--- src/timer_pkg.sv ---
package timer_pkg;

    // special function register addresses
    localparam logic [7:0] ADDR_TIMER_CONTROL = 8'h88;
    localparam logic [7:0] ADDR_TIMER_MODE = 8'h89;
    localparam logic [7:0] ADDR_COUNT_LOW_ZERO = 8'h8a;
    localparam logic [7:0] ADDR_COUNT_LOW_ONE = 8'h8b;
    localparam logic [7:0] ADDR_COUNT_HIGH_ZERO = 8'h8c;
    localparam logic [7:0] ADDR_COUNT_HIGH_ONE = 8'h8d;
    localparam logic [7:0] ADDR_EXTENDED_TIMER_MODE = 8'h91;
    localparam logic [7:0] ADDR_RELOAD_LOW_ZERO = 8'h92;
    localparam logic [7:0] ADDR_RELOAD_LOW_ONE = 8'h93;
    localparam logic [7:0] ADDR_RELOAD_HIGH_ZERO = 8'h94;
    localparam logic [7:0] ADDR_RELOAD_HIGH_ONE = 8'h95;

    // timer_control bit positions, per timer t: run at RUN_BIT0 + 2t, flag at FLAG_BIT0 + 2t
    localparam int RUN_BIT0 = 4;
    localparam int FLAG_BIT0 = 5;
    localparam int CTRL_STRIDE = 2;

    // timer_mode fields, per timer t at offset TIMER_MODE_STRIDE * t
    localparam int TIMER_MODE_STRIDE = 4;
    localparam int MODE_LSB = 0;
    localparam int FUNC_BIT = 2;
    localparam int GATE_BIT = 3;

    // extended_timer_mode: prescale width field of timer t at PSC_STRIDE * t
    localparam int PSC_STRIDE = 3;
    localparam int PSC_WIDTH = 3;

    // reset values
    localparam logic [7:0] TIMER_CONTROL_RESET = 8'h00;
    localparam logic [7:0] TIMER_MODE_RESET = 8'h00;
    localparam logic [7:0] EXTENDED_MODE_RESET = 8'h24;
    localparam logic [7:0] COUNT_RESET = 8'h00;
    localparam logic [7:0] RELOAD_RESET = 8'h00;

    // shared clock prescaler width (divide by 1 to 16)
    localparam int TPS_WIDTH = 4;

    typedef enum logic [1:0] {
        MODE_VARIABLE,
        MODE_RELOAD16,
        MODE_RELOAD8,
        MODE_STOPPED
    } timer_mode_e;

endpackage

--- src/dual_reload_timer_counter.sv ---
`timescale 1ns/10ps
// How it works
// - timer function advances once per (prescaled) system clock cycle
// - one shared prescaler divides the timer rate by 1 to 16
// - counter function counts when a high sample is followed by a low one
// - the edge-driven increment shows in the count the cycle after detection
// - edge detection needs two cycles, so count rate is at most half clock
// - per timer, mode register holds function-select bit and two-bit mode field
// - mode 0: 8-bit counter behind a 1 to 8 bit prescaler
// - mode 0 default is 13 bits: high byte plus low five bits
// - mode 0 rollover from all ones to zero sets the overflow flag
// - counting only while run bit set and gate clear or gate pin high
// - setting a run bit leaves the count registers untouched
// - pin-qualify bits sit at mode bit 7 (timer one) and bit 3
// - timer zero behaves like timer one with its own bits and pins
// - mode 1: 16-bit up count, reload and flag on FFFF to 0000
// - reload registers reset to zero for the full 16-bit period
// - mode 2: low byte overflow sets flag, reloads low from high byte
// - mode 0 period is 256 * 2^(width+1) * (prescale+1) clocks
// - mode 1 period is (65536 - reload) * (prescale+1) clocks
// - mode 2 period is (256 - high byte) * (prescale+1) clocks
// - in modes 0 and 2 reload registers are plain storage
// - function-select clear picks system clock, set picks count pin
// - overflow flag set by hardware, cleared on interrupt vectoring
// - mode field 00, 01, 10 pick modes 0 to 2; 11 stops the timer
module dual_reload_timer_counter
    import timer_pkg::*;
(
    input wire logic clk,
    input wire logic srst,
    input wire logic [7:0] sfr_addr,
    input wire logic sfr_wr,
    input wire logic sfr_rd,
    input wire logic [7:0] sfr_wdata,
    input wire logic [TPS_WIDTH-1:0] clock_prescale_value,
    input wire logic int_ack_zero,
    input wire logic int_ack_one,
    input wire logic count_input_pin_zero,
    input wire logic count_input_pin_one,
    input wire logic ext_interrupt_pin_zero,
    input wire logic ext_interrupt_pin_one,
    output logic [7:0] sfr_rdata,
    output logic overflow_flag_zero,
    output logic overflow_flag_one
);

    typedef struct packed {
        logic [TPS_WIDTH-1:0] presc_cnt;
        logic [1:0] run;
        logic [1:0] flag;
        logic [7:0] timer_mode;
        logic [7:0] ext_mode;
        logic [1:0][7:0] cnt_lo;
        logic [1:0][7:0] cnt_hi;
        logic [1:0][7:0] rel_lo;
        logic [1:0][7:0] rel_hi;
        logic [1:0] pin_meta;
        logic [1:0] pin_sync;
        logic [1:0] pin_prev;
        logic [1:0] gate_meta;
        logic [1:0] gate_sync;
        logic [7:0] rdata;
    } state_s;

    state_s state_reg;
    state_s state_next;

    logic tick;
    logic [1:0] edge_seen;
    logic [1:0] step;
    logic [1:0] ovf;
    logic [1:0] ack;

    assign ack = {int_ack_one, int_ack_zero};
    // shared prescaler pulse: one cycle in every prescale+1
    assign tick = (state_reg.presc_cnt == clock_prescale_value);
    // a sample high followed by a sample low, both past the synchroniser
    assign edge_seen = state_reg.pin_prev & ~state_reg.pin_sync;

    ////////////////////////////////////////////////////////////////////////////
    // next-state logic
    always_comb begin
        timer_mode_e mode;
        logic func;
        logic gate;
        logic pulse;
        logic [PSC_WIDTH-1:0] prescale_width_field;
        logic [7:0] mask;
        logic [7:0] lo_inc;
        logic [15:0] full;
        mode = MODE_VARIABLE;
        func = 1'b0;
        gate = 1'b0;
        pulse = 1'b0;
        prescale_width_field = '0;
        mask = '0;
        lo_inc = '0;
        full = '0;
        state_next = state_reg;
        step = '0;
        ovf = '0;

        // pins are asynchronous: two flops, then a third stage for the edge
        state_next.pin_meta = {count_input_pin_one, count_input_pin_zero};
        state_next.pin_sync = state_reg.pin_meta;
        state_next.pin_prev = state_reg.pin_sync;
        state_next.gate_meta = {ext_interrupt_pin_one, ext_interrupt_pin_zero};
        state_next.gate_sync = state_reg.gate_meta;

        // prescaler restarts after each pulse
        if (tick) begin
            state_next.presc_cnt = '0;
        end else begin
            state_next.presc_cnt = state_reg.presc_cnt + 1'b1;
        end

        // both timers share one body; timer zero mirrors timer one
        for (int t = 0; t < 2; t++) begin
            mode = timer_mode_e'(state_reg.timer_mode[t*TIMER_MODE_STRIDE+MODE_LSB +: 2]);
            func = state_reg.timer_mode[t*TIMER_MODE_STRIDE+FUNC_BIT];
            gate = state_reg.timer_mode[t*TIMER_MODE_STRIDE+GATE_BIT];
            prescale_width_field = state_reg.ext_mode[t*PSC_STRIDE +: PSC_WIDTH];
            pulse = func ? edge_seen[t] : tick;
            step[t] = pulse && state_reg.run[t]
                && (!gate || state_reg.gate_sync[t])
                && (mode != MODE_STOPPED);
            if (step[t]) begin
                case (mode)
                    MODE_VARIABLE: begin
                        // low byte acts as a prescaler of psc+1 bits
                        mask = 8'hff >> (3'd7 - prescale_width_field);
                        lo_inc = state_reg.cnt_lo[t] + 8'h01;
                        if ((state_reg.cnt_lo[t] & mask) == mask) begin
                            state_next.cnt_lo[t] = state_reg.cnt_lo[t] & ~mask;
                            state_next.cnt_hi[t] = state_reg.cnt_hi[t] + 8'h01;
                            ovf[t] = (state_reg.cnt_hi[t] == 8'hff);
                        end else begin
                            // upper low bits hold whatever was there
                            state_next.cnt_lo[t] = (state_reg.cnt_lo[t] & ~mask)
                                | (lo_inc & mask);
                        end
                    end
                    MODE_RELOAD16: begin
                        full = {state_reg.cnt_hi[t], state_reg.cnt_lo[t]};
                        if (full == 16'hffff) begin
                            state_next.cnt_hi[t] = state_reg.rel_hi[t];
                            state_next.cnt_lo[t] = state_reg.rel_lo[t];
                            ovf[t] = 1'b1;
                        end else begin
                            full = full + 16'h0001;
                            state_next.cnt_hi[t] = full[15:8];
                            state_next.cnt_lo[t] = full[7:0];
                        end
                    end
                    MODE_RELOAD8: begin
                        if (state_reg.cnt_lo[t] == 8'hff) begin
                            state_next.cnt_lo[t] = state_reg.cnt_hi[t];
                            ovf[t] = 1'b1;
                        end else begin
                            state_next.cnt_lo[t] = state_reg.cnt_lo[t] + 8'h01;
                        end
                    end
                    default: begin
                    end
                endcase
            end
            // acknowledge clears, overflow sets; set wins
            state_next.flag[t] = (state_reg.flag[t] & ~ack[t]) | ovf[t];
        end

        // software writes to a count byte override a same-cycle count step; an overflow still sets the flag
        if (sfr_wr) begin
            case (sfr_addr)
                ADDR_TIMER_CONTROL: begin
                    for (int t = 0; t < 2; t++) begin
                        // run and flag bits only; counts stay as they are
                        state_next.run[t] = sfr_wdata[RUN_BIT0+t*CTRL_STRIDE];
                        state_next.flag[t] = sfr_wdata[FLAG_BIT0+t*CTRL_STRIDE] | ovf[t];
                    end
                end
                ADDR_TIMER_MODE: state_next.timer_mode = sfr_wdata;
                ADDR_EXTENDED_TIMER_MODE: state_next.ext_mode = sfr_wdata;
                ADDR_COUNT_LOW_ZERO: state_next.cnt_lo[0] = sfr_wdata;
                ADDR_COUNT_LOW_ONE: state_next.cnt_lo[1] = sfr_wdata;
                ADDR_COUNT_HIGH_ZERO: state_next.cnt_hi[0] = sfr_wdata;
                ADDR_COUNT_HIGH_ONE: state_next.cnt_hi[1] = sfr_wdata;
                // reload bytes are plain storage outside mode 1
                ADDR_RELOAD_LOW_ZERO: state_next.rel_lo[0] = sfr_wdata;
                ADDR_RELOAD_LOW_ONE: state_next.rel_lo[1] = sfr_wdata;
                ADDR_RELOAD_HIGH_ZERO: state_next.rel_hi[0] = sfr_wdata;
                ADDR_RELOAD_HIGH_ONE: state_next.rel_hi[1] = sfr_wdata;
                default: begin
                end
            endcase
        end

        // read data is registered; external interrupt bits of control read zero
        if (sfr_rd) begin
            case (sfr_addr)
                ADDR_TIMER_CONTROL: begin
                    state_next.rdata = 8'h00;
                    for (int t = 0; t < 2; t++) begin
                        state_next.rdata[RUN_BIT0+t*CTRL_STRIDE] = state_reg.run[t];
                        state_next.rdata[FLAG_BIT0+t*CTRL_STRIDE] = state_reg.flag[t];
                    end
                end
                ADDR_TIMER_MODE: state_next.rdata = state_reg.timer_mode;
                ADDR_EXTENDED_TIMER_MODE: state_next.rdata = state_reg.ext_mode;
                ADDR_COUNT_LOW_ZERO: state_next.rdata = state_reg.cnt_lo[0];
                ADDR_COUNT_LOW_ONE: state_next.rdata = state_reg.cnt_lo[1];
                ADDR_COUNT_HIGH_ZERO: state_next.rdata = state_reg.cnt_hi[0];
                ADDR_COUNT_HIGH_ONE: state_next.rdata = state_reg.cnt_hi[1];
                ADDR_RELOAD_LOW_ZERO: state_next.rdata = state_reg.rel_lo[0];
                ADDR_RELOAD_LOW_ONE: state_next.rdata = state_reg.rel_lo[1];
                ADDR_RELOAD_HIGH_ZERO: state_next.rdata = state_reg.rel_hi[0];
                ADDR_RELOAD_HIGH_ONE: state_next.rdata = state_reg.rel_hi[1];
                default: state_next.rdata = 8'h00;
            endcase
        end
    end

    ////////////////////////////////////////////////////////////////////////////
    // state register
    always_ff @(posedge clk) begin
        if (srst) begin
            state_reg <= '0;
            state_reg.run <= {TIMER_CONTROL_RESET[RUN_BIT0+CTRL_STRIDE],
                TIMER_CONTROL_RESET[RUN_BIT0]};
            state_reg.flag <= {TIMER_CONTROL_RESET[FLAG_BIT0+CTRL_STRIDE],
                TIMER_CONTROL_RESET[FLAG_BIT0]};
            state_reg.timer_mode <= TIMER_MODE_RESET;
            state_reg.ext_mode <= EXTENDED_MODE_RESET; // 13-bit mode 0 by default
            state_reg.cnt_lo <= {2{COUNT_RESET}};
            state_reg.cnt_hi <= {2{COUNT_RESET}};
            state_reg.rel_lo <= {2{RELOAD_RESET}};
            state_reg.rel_hi <= {2{RELOAD_RESET}};
        end else begin
            state_reg <= state_next;
        end
    end

    assign sfr_rdata = state_reg.rdata;
    assign overflow_flag_zero = state_reg.flag[0];
    assign overflow_flag_one = state_reg.flag[1];

    logic [15:0] cnt0;
    logic [15:0] cnt1;
    logic enabled0;
    assign cnt0 = {state_reg.cnt_hi[0], state_reg.cnt_lo[0]};
    assign cnt1 = {state_reg.cnt_hi[1], state_reg.cnt_lo[1]};
    assign enabled0 = state_reg.run[0]
        && (!state_reg.timer_mode[GATE_BIT] || state_reg.gate_sync[0]);
endmodule

--- config.mk ---
export PLATFORM = sky130hd
export DESIGN_NAME = dual_reload_timer_counter
export DESIGN_NICKNAME = d
export VERILOG_FILES = /design/src/timer_pkg.sv /design/src/dual_reload_timer_counter.sv
export SDC_FILE = /design/constraint.sdc
export NUM_CORES = 1
export LEC_CHECK = 0
export BUFFER_PORTS_ARGS = -buffer_cell sky130_fd_sc_hd__buf_2
export CORE_ASPECT_RATIO = 0.6
export CORE_UTILIZATION = 50
export DETAILED_ROUTE_END_ITERATION = 16
export PLACE_DENSITY_LB_ADDON = 0.25
export SKIP_CTS_REPAIR_TIMING = 1
export SLEW_MARGIN = 20
export SYNTH_ARGS = -nofsm -noshare
export SYNTH_HDL_FRONTEND = slang
export SYNTH_SLANG_ARGS = --single-unit
--- constraint.sdc ---
create_clock -name clk -period 3.34 [get_ports clk]
set_input_delay 0.334 -clock clk [delete_from_list [all_inputs] [get_ports clk]]
set_output_delay 0.334 -clock clk [all_outputs]
set_load 0.02 [all_outputs]
After elaboration in Yosys (flattened, before gate mapping)
Index checks and enable logic that the tools add are counted.
{"block": "word_totals", "rom_bits": 0, "register_bits": 106, "n_memories": 0, "mem_bits_rw": 0, "latchBits": 0, "word_cells": 139, "input_bits": 30, "output_inout_bits": 10}
{"block": "classes", "addsub": 9, "magnitude_cmp": 0, "bitwise_logic": 20, "n_div": 0, "shifts": 2, "multipliers": 0, "reduce_logical": 20, "mux": 43, "n_eq_ne": 26}
{"op": "8-bit 2-to-1 mux", "n": 24}
{"op": "8-bit == test, second input constant", "n": 15}
{"op": "8-bit case mux with 11 select lines", "n": 1}
{"op": "82-bit 2-to-1 mux", "n": 1}
{"op": "8-bit bitwise AND", "n": 6}
{"op": "8-bit case mux with 3 select lines", "n": 2}
{"op": "16-bit by 1-bit adder with 16-bit output, second input constant", "n": 2}
{"op": "8-bit by 1-bit adder with 8-bit output, second input constant", "n": 4}
{"op": "16-bit == test, second input constant", "n": 2}
{"op": "8-bit case mux with 2 select lines", "n": 2}
{"op": "8-bit == test", "n": 2}
{"op": "8-bit NOT", "n": 2}
{"op": "8-bit OR", "n": 2}
{"op": "8-bit by 3-bit >> shifter with 8-bit output, first input constant", "n": 2}
{"op": "2-bit AND reduction", "n": 7}
{"op": "1-bit 2-to-1 mux", "n": 10}
{"op": "1-bit logical AND", "n": 6}
{"op": "1-bit case mux with 3 select lines", "n": 2}
{"op": "3-bit subtractor, first input constant", "n": 2}
{"op": "4-bit by 1-bit adder with 4-bit output, second input constant", "n": 1}
{"op": "2-bit by 1-bit == test with 1-bit output, second input constant", "n": 2}
{"op": "2-bit == test, second input constant", "n": 2}
{"op": "4-bit == test", "n": 1}
{"op": "2-bit zero test", "n": 2}
{"op": "other kinds (10)", "n": 18}

Depth between registers and ports, before layout
{"block": "logic_depth", "depth_word": 10, "depth_mapped": 10, "ltp_nobuf": 8}

Worst setup path before layout
OpenSTA, ideal clock, no wires.
{"block": "synth_path", "path_kind": "reg2reg", "startpoint": "reg state_reg, in the netlist cnt0[4]", "endpoint": "reg state_reg, in the netlist cnt0[10]", "setup_slack_ns": 1.028, "arrival_ns": 2.224, "stages_incl_launch_ff": 10, "period_less_slack_ns": 2.312, "cell_sequence": "dfxtp_1 -> buf_4 -> nand3_4 -> a2111oi_4 -> o21ai_2 -> or2_1 -> buf_6 -> or4_1 -> and4_1 -> nor4_2"}
{"block": "synth_between", "elab_chain_cells": 7}
{"item": "from (decl)", "line": "dual_reload_timer_counter.sv:65", "source": "state_s state_reg;"}
{"item": "from (signal assigned)", "line": "dual_reload_timer_counter.sv:238", "source": "state_reg <= state_next;"}
{"item": "branches (longest 3 deep; another with 16-bit by 1-bit adder with 16-bit output)"}
{"item": "8-bit case mux with 2 select lines *", "line": "dual_reload_timer_counter.sv:128", "source": "case (mode)"}
{"item": "8-bit 2-to-1 mux *", "line": "dual_reload_timer_counter.sv:127", "source": "if (step[t]) begin"}
{"item": "8-bit 2-to-1 mux", "line": "dual_reload_timer_counter.sv:173", "source": "case (sfr_addr)"}
{"item": "82-bit 2-to-1 mux *", "line": "dual_reload_timer_counter.sv:172", "source": "if (sfr_wr) begin"}
Every way passes the cells marked *.
A chain may end at the register's enable or synchronous reset.

Final worst setup path
{"block": "layout_path", "startpoint": "reg state_reg, in the netlist cnt0[2]", "endpoint": "reg state_reg, in the netlist cnt0[10]"}
Same word-level chain as after synthesis.

==> reports/metrics.yaml <==
cts_made_buffers: 9
hold_path_class: "in -> reg"
setup_ws_ns: 0.5041
dieHeight_um: 96.04
r2r_slack_ns: 0.50
antenna_cells: 0
async_flop_share_pct: 0
leakage_nw: 2.758
synth_edf_count: 0
synth_cell_types: 74
final.setup.tns_ns: 0
grt_usage_pct: 37.69
die_area_um2: 15240
finalCritPeriodShare_pct: 84.91
path_class: "reg -> reg"
endpoint: "cnt0[10]$_SDFF_PP0_"
cp_data_arrival_time_ns: 3.12
cp-end-kind: "flop"
row_count: 33
critPathMaxFanout: 13
largest_reg_flops: 58
fin_nets: 1029
setup_viol: 0
core-area_um2: 14000
wire_per_inst_um: 23.67
cts.clk_slew.worst_paths_ns: 0.08
ys_seq_elements: 106
htreeDepth: 3
synth_area_leaders: "dfxtp_1 (29%), nand2_1 (5.9%), mux2i_1 (5.4%), nor2_1 (5.2%), a21oi_1 (5.2%)"
drtAntennaViolNets: 0
io_pins: 40
p_per_area_nw_per_um2: 325.8
place_congestion: 1.046
critPathRequiredTime_ns: 3.62
finalCriticalPeriod_ns: 2.836
syn_area_per_cell_um2: 7.289
outcome: "completed"
nFillCells: 1360
ir_worst_vdd_v: 0.0003844
start_util_pct: 52.65
synth_ff_type: "dfxtp_1"
place_ws_ns: 0.5788
drc: 0
seq_area_frac_synth_pct: 28.79
cts.sinks: 106
worst_hold_slack_ns: 0.1907
crit_path_start: "cnt0[2]$_SDFF_PP0_"
dieWidth_um: 158.7
tightest_slew_ns: 0.9696
cts_root_buf: "clkbuf_16"
start_kind: "flop"
hold_viol: 0
antenna_found_initial: 0
hpwl_mm: 20.09
reg2reg_from: "cnt0[2]$_SDFF_PP0_"
fin_skew_ns: 0.01043
timing.rr.end: "cnt0[10]$_SDFF_PP0_"
syn_area_um2: 7370
grt_pass1_vias: 7120
routed_wl_mm: 28.19
yosys.area.top_type_share_pct: 28.79
area_growth_pct: 7.623
ys_warn_count: 0
layout-drive-gt1-share_pct: 11.01
worstHoldStart: "count_input_pin_zero"
r2r.worst_path.cells: 7
clk_latency_ns: 0.36
cts_tree: "yes"
max_cap_violations: 0
slew_headroom_pct: 35.12
grt_max_degree: 52
clock.fmax_mhz: 352.6
port_buffers: 39
finalPower_w: 0.002584
slew_viol_final: 0
synth_cells: 1011
rsz0062_at_grt: "false"
drt-pass1-iter-count: 8
synth_nets: 1046
grt_pass1_wl_mm: 43.12
grt_overflow: 0
drt_iter0_drc: 1302
via_per_inst: 6.768
synth_top_area_cell: "dfxtp_1"
vias: 8061
cts_buffer_depth: 2
==> synthesized netlist by cell type, drive strengths merged (10+ instances only) <==
| library cell | number |
|---|---|
| a221oi | 11 |
| or3 | 10 |
| mux2i | 40 |
| and3 | 16 |
| a211oi | 16 |
| nand4 | 13 |
| xor2 | 10 |
| o21ai | 63 |
| nor2 | 103 |
| nor4 | 17 |
| buf | 30 |
| xnor2 | 14 |
| nand3 | 49 |
| nor2b | 25 |
| a31oi | 14 |
| inv | 18 |
| a2111oi | 11 |
| a21oi | 76 |
| dfxtp | 106 |
| nor3 | 40 |
| clkbuf | 72 |
| a22oi | 10 |
| o211ai | 11 |
| nand2 | 116 |
==> logic make-up (layout without fill, tap and decap cells) <==
logic type	count (synthesis)	count (layout)	synth area share, %
AO/OA/AOI/OAI	279	279	25.18
XOR/XNOR	24	24	2.852
adder cells (fa/ha/maj)	5	5	0.8489
buffers and inverters	120	108	6.978
flip-flops	106	106	28.79
multiplexers	48	48	6.808
AND/OR/NAND/NOR	429	429	28.54
==> how the worst min path moves through the flow <==
stage | to | slack [ns] | cells past startpoint
floorplan | state_next[12]$_SDFF_PP0_ | 0.41 | 1
global placement | state_reg[9]$_SDFF_PP0_ | 0.43 | 1
detailed placement | sfr_rdata[6]$_SDFFE_PP0P_ | 0.43 | 2
CTS | state_next[14]$_SDFF_PP0_ | 0.19 | 2
global route | state_next[14]$_SDFF_PP0_ | 0.18 | 2
finish | state_next[14]$_SDFF_PP0_ | 0.19 | 2
==> power by group <==
part	internal [W]	leakage, nW	switching [W]
Clock	0.000592	0.144	0.000536
Combinational	0.0000495	1.76	0.000119
Sequential	0.00127	0.856	0.0000134
Total	0.00192	2.76	0.000669
==> layout make-up <==
cell class                      instances  area, µm²  area share (%)
Sequential cell                       106       2122           26.76
Multi-Input combinational cell        785       4740           59.76
Timing Repair Buffer                   74      460.4           5.805
Clock buffer                           10      229.0           2.887
Inverter                               18      67.56          0.8519
Clock inverter                          6      72.57          0.9150
Tap cell                              192      240.2           3.029
==> layout by cell type, fill, tap and decap left out, types with 7 or more instances in the layout <==
master and count:
a211oi_1 16, and4_1 7, nand2b_1 9, nor4_1 15, xnor2_1 14, and3_1 16, nand3_1 48, a221oi_1 11
xor2_1 10, a311oi_1 9, a2111oi_0 10, buf_4 36, nor2b_1 25, nor3_1 38, inv_1 18, a31oi_1 14
buf_2 38, nor2_1 103, a21oi_1 76, o211ai_1 11, mux2_2 7, dfxtp_1 106, o21ai_0 61, nand2_1 116
mux2i_1 40, or3_1 10, a22oi_1 10, nand4_1 13, clkbuf_16 9
==> metal layers <==
layer	wire [µm]	vias to the layer above	part of all wire, %	track usage (%)
met5	0	-	0	0
met4	511	0	1.8	7.443
met3	5387	56	19	16.20
met2	9978	652	35	48.36
met1	12310	3699	44	56.01
li1	-	3654	-	-
==> worst max-delay path, cell delays in order, from the launching register on <==
cell       delay, ns
dfxtp_1         0.64
nand3_4         0.19
a2111oi_4       0.40
o21ai_2         0.18
or2_1           0.41
or4_1           0.51
and4_1          0.21
nor4_2          0.22
==> per-stage QoR <==
step | instance area, µm² | instances | util (%)
detailed placement | 7630 | 1175 | 54.51
finish | 7931 | 1191 | 56.66
floorplan | 7370 | 1011 | -
global route | 7931 | 1191 | 56.66
CTS | 7931 | 1191 | 56.66
global placement | 7630 | 1175 | 54.51
(Power assumes the default switching activity.)
